==> src/inc/rxo_cfg.svh <==
/*
 * constants of the receive output path: register indices, reset values,
 * status bit positions, mode codes and timing.
 * assumes inclusion by bare name; definitions only.
 */
`ifndef RXO_CFG_SVH
`define RXO_CFG_SVH

// register indices; byte address is four times the index
`define RXO_IDX_PATH    6'h1c
`define RXO_IDX_TPSEL   6'h1d
`define RXO_IDX_PTN0    6'h1f
`define RXO_IDX_STAT    6'h27
`define RXO_IDX_MASK    6'h28
`define RXO_IDX_ERRCNT  6'h29

// reset values
`define RXO_PATH_RST    8'h00
`define RXO_TPSEL_RST   8'h00
`define RXO_PTN_RST     64'haaaa_aaaa_aaaa_aaaa
`define RXO_LFSR_SEED   31'h7fff_ffff

// status and mask bit positions
`define RXO_ST_FIFO     0
`define RXO_ST_LOS      1
`define RXO_ST_LOL      2
`define RXO_ST_CHK      3
`define RXO_ST_W        4

// generator and checker mode codes
`define RXO_MODE_OFF    3'h0
`define RXO_MODE_PRBS7  3'h1
`define RXO_MODE_PRBS31 3'h2
`define RXO_MODE_USER   3'h3

// substitute clock: half period in cycles, at least one
`define RXO_CLK_MHZ     250
`define RXO_SUB_MHZ     622
`define RXO_SUB_HALF    ((`RXO_CLK_MHZ / (2 * `RXO_SUB_MHZ)) < 1 ? 1 : (`RXO_CLK_MHZ / (2 * `RXO_SUB_MHZ)))

`endif

==> src/inc/rxo_pkg.sv <==
/*
 * types of the receive output path.
 * assumes nothing beyond a SystemVerilog compiler.
 */
package rxo_pkg;
    typedef logic [7:0]  rxo_addr_t;
    typedef logic [31:0] rxo_word_t;
    typedef logic [3:0]  rxo_be_t;
    typedef logic [2:0]  rxo_mode_t;

    // output path configuration, bit 7 first
    typedef struct packed {
        logic rsv;
        logic data_flip;
        logic clock_substitute_on_signal_loss;
        logic squelch_on_lock_loss;
        logic squelch_on_signal_loss;
        logic squelch_force;
        logic elastic_buffer_auto_clear;
        logic elastic_buffer_manual_clear;
    } rxo_path_s;

    // test pattern selection, bit 7 first
    typedef struct packed {
        logic      checker_polarity_flip;
        rxo_mode_t checker_mode_select;
        logic      generator_polarity_flip;
        rxo_mode_t generator_mode_select;
    } rxo_tpsel_s;

    // synchronised line inputs
    typedef struct packed {
        logic data;
        logic valid;
        logic los;
        logic lol;
        logic take;
    } rxo_line_s;
endpackage

==> src/hdl/rxo_top.sv <==
/*
 * receive output path: elastic buffer, squelch, polarity, clock
 * substitute, pattern generator and checker, avalon-mm registers.
 * assumes all line inputs are asynchronous pins and the bus master
 * runs on CLOCK.
 */
// Register access over Avalon-MM was chosen for this implementation.
// What this block does
// - output polarity flip inverts the data output
// - loss of signal substitutes clock when enabled
// - lock loss squelches output when enabled
// - signal loss squelches output when enabled
// - forced squelch silences output unconditionally
// - auto clear resets buffer on errors
// - any clear zeroes buffer, pointer centred
// - checker polarity flip inverts checked data
// - checker mode: off, prbs7, prbs31, user
// - generator polarity flip inverts generated pattern
// - generator mode: off, prbs7, prbs31, user
// - prbs31 emitted and expected in inverted form
// - user pattern eight bytes, sent lsb first
`timescale 1ns/1ns
`include "rxo_cfg.svh"

module rxo_top #(
    parameter int DEPTH = 16
) (
    input  wire  logic              CLOCK,
    input  wire  logic              RST_N,
    input  wire  rxo_pkg::rxo_addr_t AVS_ADDRESS,
    input  wire  logic              AVS_READ,
    input  wire  logic              AVS_WRITE,
    input  wire  rxo_pkg::rxo_word_t AVS_WRITEDATA,
    input  wire  rxo_pkg::rxo_be_t  AVS_BYTEENABLE,
    output rxo_pkg::rxo_word_t      AVS_READDATA,
    output logic                    AVS_WAITREQUEST,
    input  wire  logic              RX_DATA,
    input  wire  logic              RX_VALID,
    input  wire  logic              RX_LOS,
    input  wire  logic              RX_LOL,
    input  wire  logic              RD_TAKE,
    output logic                    RD_DATA,
    output logic                    RD_SQUELCH,
    output logic                    IRQ
);
    import rxo_pkg::*;

    localparam int PW = $clog2(DEPTH) + 1;
    localparam logic [PW-1:0] CENTER = PW'(DEPTH / 2);

    rxo_line_s              sync1, sync2, line_q;
    rxo_path_s              path, next_path;
    rxo_tpsel_s             tpsel, next_tpsel;
    logic [63:0]            ptn, next_ptn;
    logic [`RXO_ST_W-1:0]   stat, next_stat, mask, next_mask, ev;
    logic                   ack, next_ack;
    rxo_word_t              rdata, next_rdata;
    logic [5:0]             idx;
    logic                   bus_req, wr_now;
    logic [DEPTH-1:0]       fmem, next_fmem;
    logic [PW-1:0]          fcnt, next_fcnt;
    logic                   ovf, unf, fclear, head;
    logic [30:0]            gsr, next_gsr, csr, next_csr;
    logic [5:0]             gidx, next_gidx, cidx, next_cidx;
    logic                   gen_on, gen_bit, chk_on, chk_bit, chk_exp, chk_err;
    logic [15:0]            errcnt, next_errcnt;
    logic                   squelch_now, sub_now, src_bit, tog, next_tog;
    logic                   next_rd_data, next_rd_squelch;

    // three flip-flops on every line input pin; only sync2 and line_q are read
    always_ff @(posedge CLOCK) begin
        sync1  <= '{RX_DATA, RX_VALID, RX_LOS, RX_LOL, RD_TAKE};
        sync2  <= sync1;
        line_q <= sync2;
    end

    // bus decode; the answer comes one cycle after the request
    assign idx             = AVS_ADDRESS[7:2];
    assign bus_req         = AVS_READ | AVS_WRITE;
    assign AVS_WAITREQUEST = bus_req & ~ack;
    assign wr_now          = AVS_WRITE & ack & AVS_BYTEENABLE[0];
    assign AVS_READDATA    = rdata;
    assign IRQ             = |(stat & mask);

    // line events: buffer overflow or underflow, rising edges of loss indications and checker mismatches
    assign ev[`RXO_ST_FIFO] = ovf | unf;
    assign ev[`RXO_ST_LOS]  = sync2.los & ~line_q.los;
    assign ev[`RXO_ST_LOL]  = sync2.lol & ~line_q.lol;
    assign ev[`RXO_ST_CHK]  = chk_err;

    // register file next state
    always_comb begin
        next_ack   = bus_req & ~ack;
        next_rdata = '0;
        next_path  = path;
        next_tpsel = tpsel;
        next_ptn   = ptn;
        next_mask  = mask;
        next_stat  = stat;
        if (bus_req && !ack) begin
            if (idx == `RXO_IDX_PATH) begin
                next_rdata[6:0] = path[6:0];
            end else if (idx == `RXO_IDX_TPSEL) begin
                next_rdata[7:0] = tpsel;
            end else if (idx >= `RXO_IDX_PTN0 && idx < `RXO_IDX_PTN0 + 6'h08) begin
                next_rdata[7:0] = ptn[8 * 32'(idx - `RXO_IDX_PTN0) +: 8];
            end else if (idx == `RXO_IDX_STAT) begin
                next_rdata[`RXO_ST_W-1:0] = stat;
            end else if (idx == `RXO_IDX_MASK) begin
                next_rdata[`RXO_ST_W-1:0] = mask;
            end else if (idx == `RXO_IDX_ERRCNT) begin
                next_rdata[15:0] = errcnt;
            end
        end
        if (wr_now) begin
            if (idx == `RXO_IDX_PATH) begin
                next_path     = AVS_WRITEDATA[7:0];
                next_path.rsv = 1'b0;
            end else if (idx == `RXO_IDX_TPSEL) begin
                next_tpsel = AVS_WRITEDATA[7:0];
            end else if (idx >= `RXO_IDX_PTN0 && idx < `RXO_IDX_PTN0 + 6'h08) begin
                next_ptn[8 * 32'(idx - `RXO_IDX_PTN0) +: 8] = AVS_WRITEDATA[7:0];
            end else if (idx == `RXO_IDX_STAT) begin
                next_stat = stat & ~AVS_WRITEDATA[`RXO_ST_W-1:0];
            end else if (idx == `RXO_IDX_MASK) begin
                next_mask = AVS_WRITEDATA[`RXO_ST_W-1:0];
            end
        end
        // a new event beats a software clear
        next_stat = next_stat | ev;
        // auto clear wipes the buffer error flag instead of raising it
        if (path.elastic_buffer_auto_clear) begin
            next_stat[`RXO_ST_FIFO] = 1'b0;
        end
    end

    always_ff @(posedge CLOCK) begin
        if (!RST_N) begin
            ack   <= 1'b0;
            rdata <= '0;
            path  <= `RXO_PATH_RST;
            tpsel <= `RXO_TPSEL_RST;
            ptn   <= `RXO_PTN_RST;
            stat  <= '0;
            mask  <= '0;
        end else begin
            ack   <= next_ack;
            rdata <= next_rdata;
            path  <= next_path;
            tpsel <= next_tpsel;
            ptn   <= next_ptn;
            stat  <= next_stat;
            mask  <= next_mask;
        end
    end

    // elastic buffer, one bit wide; the head is bit 0
    assign ovf    = line_q.valid & (fcnt == PW'(DEPTH)) & ~line_q.take;
    assign unf    = line_q.take & (fcnt == '0);
    assign fclear = path.elastic_buffer_manual_clear
                  | (path.elastic_buffer_auto_clear & (ovf | unf));
    assign head   = fmem[0];

    always_comb begin
        next_fmem = fmem;
        next_fcnt = fcnt;
        if (fclear) begin
            next_fmem = '0;
            next_fcnt = CENTER;
        end else begin
            if (line_q.take && fcnt != '0) begin
                next_fmem = fmem >> 1;
                next_fcnt = fcnt - PW'(1);
            end
            if (line_q.valid && next_fcnt != PW'(DEPTH)) begin
                next_fmem[next_fcnt[PW-2:0]] = line_q.data;
                next_fcnt = next_fcnt + PW'(1);
            end
        end
    end

    always_ff @(posedge CLOCK) begin
        if (!RST_N) begin
            fmem <= '0;
            fcnt <= CENTER;
        end else begin
            fmem <= next_fmem;
            fcnt <= next_fcnt;
        end
    end

    // generator; a disabled generator reseeds, so prbs7 after prbs31
    // needs the off step to avoid a dead all-zero low window
    assign gen_on = tpsel.generator_mode_select inside {`RXO_MODE_PRBS7, `RXO_MODE_PRBS31,
                                                         `RXO_MODE_USER};
    always_comb begin
        next_gsr  = gsr;
        next_gidx = gidx;
        gen_bit   = 1'b0;
        unique case (tpsel.generator_mode_select)
            `RXO_MODE_PRBS7:  gen_bit = gsr[6] ^ gsr[5];
            `RXO_MODE_PRBS31: gen_bit = ~(gsr[30] ^ gsr[27]);
            `RXO_MODE_USER:   gen_bit = ptn[gidx];
            default:          gen_bit = 1'b0;
        endcase
        if (!gen_on) begin
            next_gsr  = `RXO_LFSR_SEED;
            next_gidx = '0;
        end else if (line_q.take) begin
            next_gsr  = {gsr[29:0], gsr[6] ^ gsr[5]};
            if (tpsel.generator_mode_select == `RXO_MODE_PRBS31) begin
                next_gsr[0] = gsr[30] ^ gsr[27];
            end
            next_gidx = gidx + 6'h01;
        end
        gen_bit = gen_bit ^ tpsel.generator_polarity_flip;
    end

    // checker; prbs modes self-synchronise on the received history, user mode steps from bit 0 once enabled
    assign chk_on  = tpsel.checker_mode_select inside {`RXO_MODE_PRBS7, `RXO_MODE_PRBS31,
                                                        `RXO_MODE_USER};
    assign chk_bit = line_q.data ^ tpsel.checker_polarity_flip;
    assign chk_err = chk_on & line_q.valid & (chk_bit != chk_exp);
    always_comb begin
        next_csr    = csr;
        next_cidx   = cidx;
        next_errcnt = errcnt;
        chk_exp     = 1'b0;
        unique case (tpsel.checker_mode_select)
            `RXO_MODE_PRBS7:  chk_exp = csr[6] ^ csr[5];
            `RXO_MODE_PRBS31: chk_exp = ~(csr[30] ^ csr[27]);
            `RXO_MODE_USER:   chk_exp = ptn[cidx];
            default:          chk_exp = 1'b0;
        endcase
        if (!chk_on) begin
            next_cidx = '0;
        end else if (line_q.valid) begin
            // history holds the raw sequence, inversion undone
            next_csr  = {csr[29:0], tpsel.checker_mode_select == `RXO_MODE_PRBS31 ? ~chk_bit : chk_bit};
            next_cidx = cidx + 6'h01;
            if (chk_err && errcnt != 16'hffff) begin
                next_errcnt = errcnt + 16'h0001;  // saturates
            end
        end
    end

    always_ff @(posedge CLOCK) begin
        if (!RST_N) begin
            gsr    <= `RXO_LFSR_SEED;
            gidx   <= '0;
            csr    <= '0;
            cidx   <= '0;
            errcnt <= '0;
        end else begin
            gsr    <= next_gsr;
            gidx   <= next_gidx;
            csr    <= next_csr;
            cidx   <= next_cidx;
            errcnt <= next_errcnt;
        end
    end

    // output stage: squelch beats clock substitute, which beats data
    assign squelch_now = path.squelch_force
                       | (path.squelch_on_lock_loss & line_q.lol)
                       | (path.squelch_on_signal_loss & line_q.los);
    assign sub_now     = path.clock_substitute_on_signal_loss & line_q.los;
    assign src_bit     = gen_on ? gen_bit : head;
    always_comb begin
        next_tog        = sub_now ? ~tog : 1'b0;  // half period is one cycle
        next_rd_squelch = squelch_now;
        if (squelch_now) begin
            next_rd_data = 1'b0;
        end else if (sub_now) begin
            next_rd_data = tog ^ path.data_flip;
        end else begin
            next_rd_data = src_bit ^ path.data_flip;
        end
    end

    always_ff @(posedge CLOCK) begin
        if (!RST_N) begin
            tog        <= 1'b0;
            RD_DATA    <= 1'b0;
            RD_SQUELCH <= 1'b0;
        end else begin
            tog        <= next_tog;
            RD_DATA    <= next_rd_data;
            RD_SQUELCH <= next_rd_squelch;
        end
    end
endmodule

==> config.mk <==
export PLATFORM = sky130hd
export DESIGN_NAME = rxo_top
export DESIGN_NICKNAME = d
export VERILOG_FILES = /design/src/inc/rxo_pkg.sv /design/src/hdl/rxo_top.sv
export VERILOG_INCLUDE_DIRS = /design/src /design/src/inc
export SDC_FILE = /design/constraint.sdc
export NUM_CORES = 1
export LEC_CHECK = 0
export BUFFER_PORTS_ARGS = -buffer_cell sky130_fd_sc_hd__buf_2
export CORE_ASPECT_RATIO = 0.6
export CORE_MARGIN = 1.5
export CORE_UTILIZATION = 50
export CTS_CLUSTER_DIAMETER = 30
export DETAILED_ROUTE_END_ITERATION = 12
export GPL_ROUTABILITY_DRIVEN = 0
export PLACE_DENSITY_LB_ADDON = 0.2
export SYNTH_ARGS = -nofsm -noshare
export SYNTH_HDL_FRONTEND = slang
export SYNTH_SLANG_ARGS = --single-unit
export TNS_END_PERCENT = 5
==> constraint.sdc <==
create_clock -name CLOCK -period 5.45 [get_ports CLOCK]
set_input_delay 1.09 -clock CLOCK [delete_from_list [all_inputs] [get_ports CLOCK]]
set_output_delay 1.09 -clock CLOCK [all_outputs]
set_load 0.05 [all_outputs]
== Yosys cells after proc, flatten, opt, wreduce, memory -nomap -nowiden ==
Index checks and enable logic that the tools add are counted.
W data, S select, Z words.

* Register bits after elaboration: 249
* Input port bits: 53

* $lt $le $gt $ge: 6
* Add/sub/neg operators: 7
* Muxes and demuxes: 33
* Reduce and logical (&&, ||, !) cells: 27
* Bitwise logic cells: 46
* Shift-type cells: 3
* Equality and inequality tests: 15

{| class="wikitable"
|+ Operator list
! operator !! count
|-
| $bwmux W64 || 1
|-
| $mux W16 || 4
|-
| $shift A8 B34 Y64 const A || 1
|-
| $shiftx A64 B33 Y8 || 1
|-
| $shiftx A8 B34 Y64 || 1
|-
| $neg A32 Y34 || 1
|-
| $mux W4 || 7
|-
| $mux W12 || 2
|-
| $eq A6 B6 Y1 const B || 3
|-
| $add A16 B1 Y16 const B || 1
|-
| $bwmux W16 || 1
|-
| $mux W8 || 2
|-
| $ne A16 B16 Y1 const B || 1
|-
| $mux W5 || 3
|-
| $not A1 Y1 || 15
|-
| $and A1 B1 Y1 || 14
|-
| $lt A6 B7 Y1 const B || 2
|-
| $add A6 B1 Y6 const B || 2
|-
| $bmux W1 S6 || 2
|-
| $eq A3 B2 Y1 const B || 4
|-
| $eq A6 B5 Y1 const B || 2
|-
| $reduce_and A2 Y1 || 6
|-
| $and A4 B4 Y4 || 2
|-
| $reduce_or A8 Y1 || 1
|-
| other kinds (30) || 58
|}

== Logic depth before layout (Yosys ltp) ==
* Word-level depth: 13
* Depth in mapped cells: 17
* Gate-level depth less buffers: 14

== Worst setup path after synthesis ==
OpenSTA, ideal clock, no wires.

* Path type: input to register
* From: input AVS_ADDRESS[2]
* To: register ptn[58]
* Path slack: 1.057 ns
* Path buffers: 4
* Library setup time: 0.070 ns
* Cell stages on the path: 15
* Data arrival time: 4.322 ns
* Data required time: 5.380 ns
* Cells stage by stage: buf_2 -> inv_1 -> ha_1 -> clkbuf_1 -> nor2_1 -> clkbuf_1 -> nand2_1 -> ha_1 -> nor4_1 -> nand4_1 -> or4_4 -> nor4b_4 -> buf_2 -> nand3_1 -> a21oi_1

* Word-level cells in the longest chain between the ends: 4

{| class="wikitable"
|+ RTL lines
! element !! RTL line !! source
|-
| from (decl) || rxo_top.sv:30 || <nowiki>input wire rxo_pkg::rxo_addr_t AVS_ADDRESS,</nowiki>
|-
| $sub A6 B5 Y7 (no line) || n/a ||
|-
| $neg A32 Y34 || rxo_top.sv:122 || <nowiki>next_ptn[8 * 32'(idx - `RXO_IDX_PTN0) +: 8] = AVS_WRITEDATA[7:0];</nowiki>
|-
| $shiftx A8 B34 Y64 or $shift A8 B34 Y64 (tied branches) || rxo_top.sv:122 ||
|-
| $bwmux W64 || rxo_top.sv:122 ||
|-
| to (signal assigned) || rxo_top.sv:143 || <nowiki>ptn <= `RXO_PTN_RST;</nowiki>
|-
| to (signal assigned) || rxo_top.sv:151 || <nowiki>ptn <= next_ptn;</nowiki>
|-
| to (decl) || rxo_top.sv:54 || <nowiki>logic [63:0] ptn, next_ptn;</nowiki>
|}

Several ways; a longest one is shown, not always the timed one.
A chain may end at the register's enable or synchronous reset.

== Worst setup path after layout ==
* From: input AVS_ADDRESS[2]
* To: register ptn[12]

The elaborated chain is that of the path after synthesis.

==> flow_summary.toml <==
[run_status]
status = "finished clean"

[setup_path]
worstPathCellList = "buf_2 -> buf_4 -> inv_1 -> ha_1 -> nor2_1 -> buf_4 -> nand2_1 -> ha_1 -> nor4_1 -> nand4_1 -> or4_4 -> nor4b_4 -> buf_4 -> nand3_1 -> a21oi_1"
crit_arrival_ns = 4.92
critPathMaxStageDelay_ns = 0.56
required_ns = 5.90
cp-start-kind = "input port"
worst-path-buf-inv = 5
slowest_stage = "or4_4"
crit_fanout = 32
crit_path_end_kind = "flop"
cp_top_family = "simple AND/OR/NAND/NOR gates"
cp_common_cell = "buf_4"
criticalPathCategory = "input port to flop"

[clocking]
cts_tree = "yes"
ctsHtreeMaxLevel = 2
clk_path_buf_depth = 3
clk_latency_ns = 0.54
numCtsBuffers = 36
post_cts_buffers = 0
clkSlewWorstSetupHoldPaths_ns = 0.05
cts_sinks = 233
cts-root-buf = "clkbuf_16"
holdBufCountCts = 0
cts_resized = 0

[die]
rows = 43
initial_utilization = 0.513
core_sq_um = 23300
die_w_um = 203
fp.dieH_um = 123
die-area_sq_um = 24900
num_io_pins = 89

[placed_design]
port_buffers = 43
place_ws_ns = 0.627
place.detailed.hpwl_mm = 22.3
dp_cells = 1616

[drt]
drc = 0
drtIter0Drc = 1212
wl_per_cell_um = 19.4
postRouteAntennaNets = 0
dr.pass1.iters = 5
avgViaCountPerCell = 6.03
vias = 10100
routed_wl_mm = 32.6

[finish]
seqCellArea_sq_um = 4670
num-fill-cells = 1983
finalNetCount = 1412
fin_util = 0.584
instances_no_fill = 1681
antenna-diode-count = 0
multiInputGateArea_sq_um = 6770
syn_to_final_growth_pct = 13.8
drive_gt1_frac = 0.139

[yosys]
avgSynthCellArea_sq_um = 8.96
synth_edf_count = 0
yosys_warnings = 0
ys_seq_elements = 233
ys_async_sr_fraction = 0
ys_seq_area_frac = 0.390
ys_types = 80
yosys_most_used_dff = "dfxtp_1"
syn_inst = 1334
syn_area_sq_um = 11900

[grt]
grt_pass1_wl_mm = 51.4
grt_pass1_vias = 9023
antenna_found_initial = 0
grt_overflow = 0
grt_max_degree = 72
grtUsageTotal = 0.265

[sta]
layout_setup_ws_ns = 0.981
finalHoldViolCount = 0
fmax_mhz = 224
worst_slew_pin_slew_ns = 1.28
tns_ns = 0
min_period_ns = 4.47
fin_worst_skew_ns = 0.0231
setup_viol = 0
hold_ws_ns = 0.321
rsz0062_at_grt = "false"
slew_viol_final = 0
max_slew_margin = 0.146
finalCritPeriodShare = 0.820

[power]
internal-power_uw = 3510
peakVddDrop_uv = 242
pwr-share-seq = 0.372
p_clk_frac = 0.520
power_leakage_uw = 0.00499
combPwrFrac = 0.108
p_per_area_nw_per_um2 = 353
switchingPower_uw = 1290
switching_share = 0.268

[worst_hold_path]
hold_class = "flop to flop"

[flow_run]
maxCapViolCount = 0
==> flip-flops by register name, summed over array words and instances, names as in the netlist, 7 cells and up <==
signal	cells
tpsel	8
ptn	64
gsr	31
fmem	16
csr	31
errcnt	16
AVS_READDATA	16
path	7
==> power by group through the flow <==
stage                     clock, uW  combinational, uW  sequential, uW
after floorplan                   0                394            1810
after global placement            0                494            1820
after detailed placement          0                507            1820
after CTS                      2540                512            1780
after global routing           2610                564            1790
final                          2500                519            1790
==> kinds of logic after synthesis <==
group / share of synthesized area
flip-flops: 0.390
AND/OR/NAND/NOR: 0.214
AO/OA/AOI/OAI: 0.126
adder cells (fa/ha/maj): 0.0209
XOR/XNOR: 0.0241
multiplexers: 0.175
buffers and inverters: 0.0488
other: 0.000314
==> layer usage <==
| layer | wire length (um) | track usage | part of all wire | up-vias |
|---|---|---|---|---|
| li1 | - | - | - | 4824 |
| met1 | 15800 | 0.404 | 0.48 | 4759 |
| met2 | 12200 | 0.342 | 0.37 | 479 |
| met3 | 3900 | 0.0890 | 0.12 | 68 |
| met4 | 731 | 0.0819 | 0.022 | 0 |
| met5 | 0 | 0 | 0 | - |
==> cells in the final DEF (no fill, tap or decap), types with 7 or more instances in the layout <==
cell / netlist / layout
a221oi_1: 7 / 7
mux4_2: 38 / 38
nor2_1: 94 / 94
buf_2: 14 / 43
a211oi_1: 18 / 18
mux2i_1: 119 / 119
and2_1: 19 / 19
nand3_1: 91 / 91
buf_4: 17 / 21
nand4_1: 43 / 43
nand2b_1: 19 / 19
a21oi_1: 83 / 83
xor2_1: 11 / 11
nor2b_1: 18 / 18
a31oi_1: 10 / 9
o21ai_0: 48 / 48
xnor2_1: 20 / 20
bufinv_16: 0 / 7
or3_1: 8 / 8
nor3_1: 15 / 13
conb_1: 1 / 16
clkbuf_16: 0 / 36
ha_1: 20 / 20
o21ai_1: 21 / 21
nand2_1: 158 / 158
dfxtp_1: 233 / 232
inv_1: 19 / 19
==> path summary, 6_finish.rpt <==
path / endpoint / slack [ns] / start / depth (start not counted)
worst max-delay path: ptn[12] / 0.98 / AVS_ADDRESS[2] / 15
worst min-delay path: line_q[4] / 0.32 / sync2[4] / 0
worst max register to register: errcnt[1] / 1.85 / cidx[0] / 8
worst min register to register: line_q[4] / 0.32 / sync2[4] / 0
==> Yosys cell counts, drive strengths merged (3+ instances only) <==
library cell | count | area share
xnor2 | 20 | 0.015
nor3 | 16 | 0.0071
inv | 20 | 0.0063
nand2 | 158 | 0.050
or3 | 8 | 0.0042
xor2 | 12 | 0.0094
a211o | 3 | 0.0022
a41oi | 3 | 0.0022
mux4 | 38 | 0.072
nand2b | 19 | 0.0099
buf | 38 | 0.019
dfxtp | 233 | 0.39
ha | 20 | 0.021
nand3 | 92 | 0.040
and3b | 3 | 0.0022
and3 | 5 | 0.0026
nor4b | 4 | 0.0054
a22o | 5 | 0.0037
nand3b | 6 | 0.0038
and4 | 3 | 0.0022
nor2 | 94 | 0.030
o221ai | 6 | 0.0044
nor3b | 4 | 0.0025
and2 | 20 | 0.010
a221oi | 8 | 0.0064
mux2 | 4 | 0.0038
nand4b | 3 | 0.0022
nor4 | 6 | 0.0031
a2111oi | 5 | 0.0052
o211ai | 4 | 0.0025
a211oi | 18 | 0.011
nand4 | 43 | 0.023
or2 | 4 | 0.0021
a31oi | 10 | 0.0052
a21oi | 83 | 0.035
o21ai | 70 | 0.030
clkbuf | 74 | 0.023
mux2i | 119 | 0.10
nor2b | 18 | 0.0094
a21boi | 4 | 0.0025
==> worst register-to-register path, delay by kind of cell, from the launching register on <==
family	cells	cell delay (ns)
compound gates	3	1.05
buf+inv	1	0.34
flops	1	0.92
mux	3	0.98
simple gates	1	0.19
==> per-stage QoR <==
stage,instance area (sq um),power (uW)
after floorplan,12000,2200
after global placement,12300,2310
after detailed placement,12300,2330
after CTS,13600,4830
after global routing,13600,4970
final,13600,4800
==> final cells by class <==
class	instances	area share
Clock buffer	40	0.0688
Clock inverter	25	0.0274
Sequential cell	233	0.343
Multi-Input combinational cell	983	0.498
Inverter	21	0.00589
Tap cell	315	0.0290
Timing Repair Buffer	64	0.0274
Note: power is estimated with default switching activity, not from simulation.
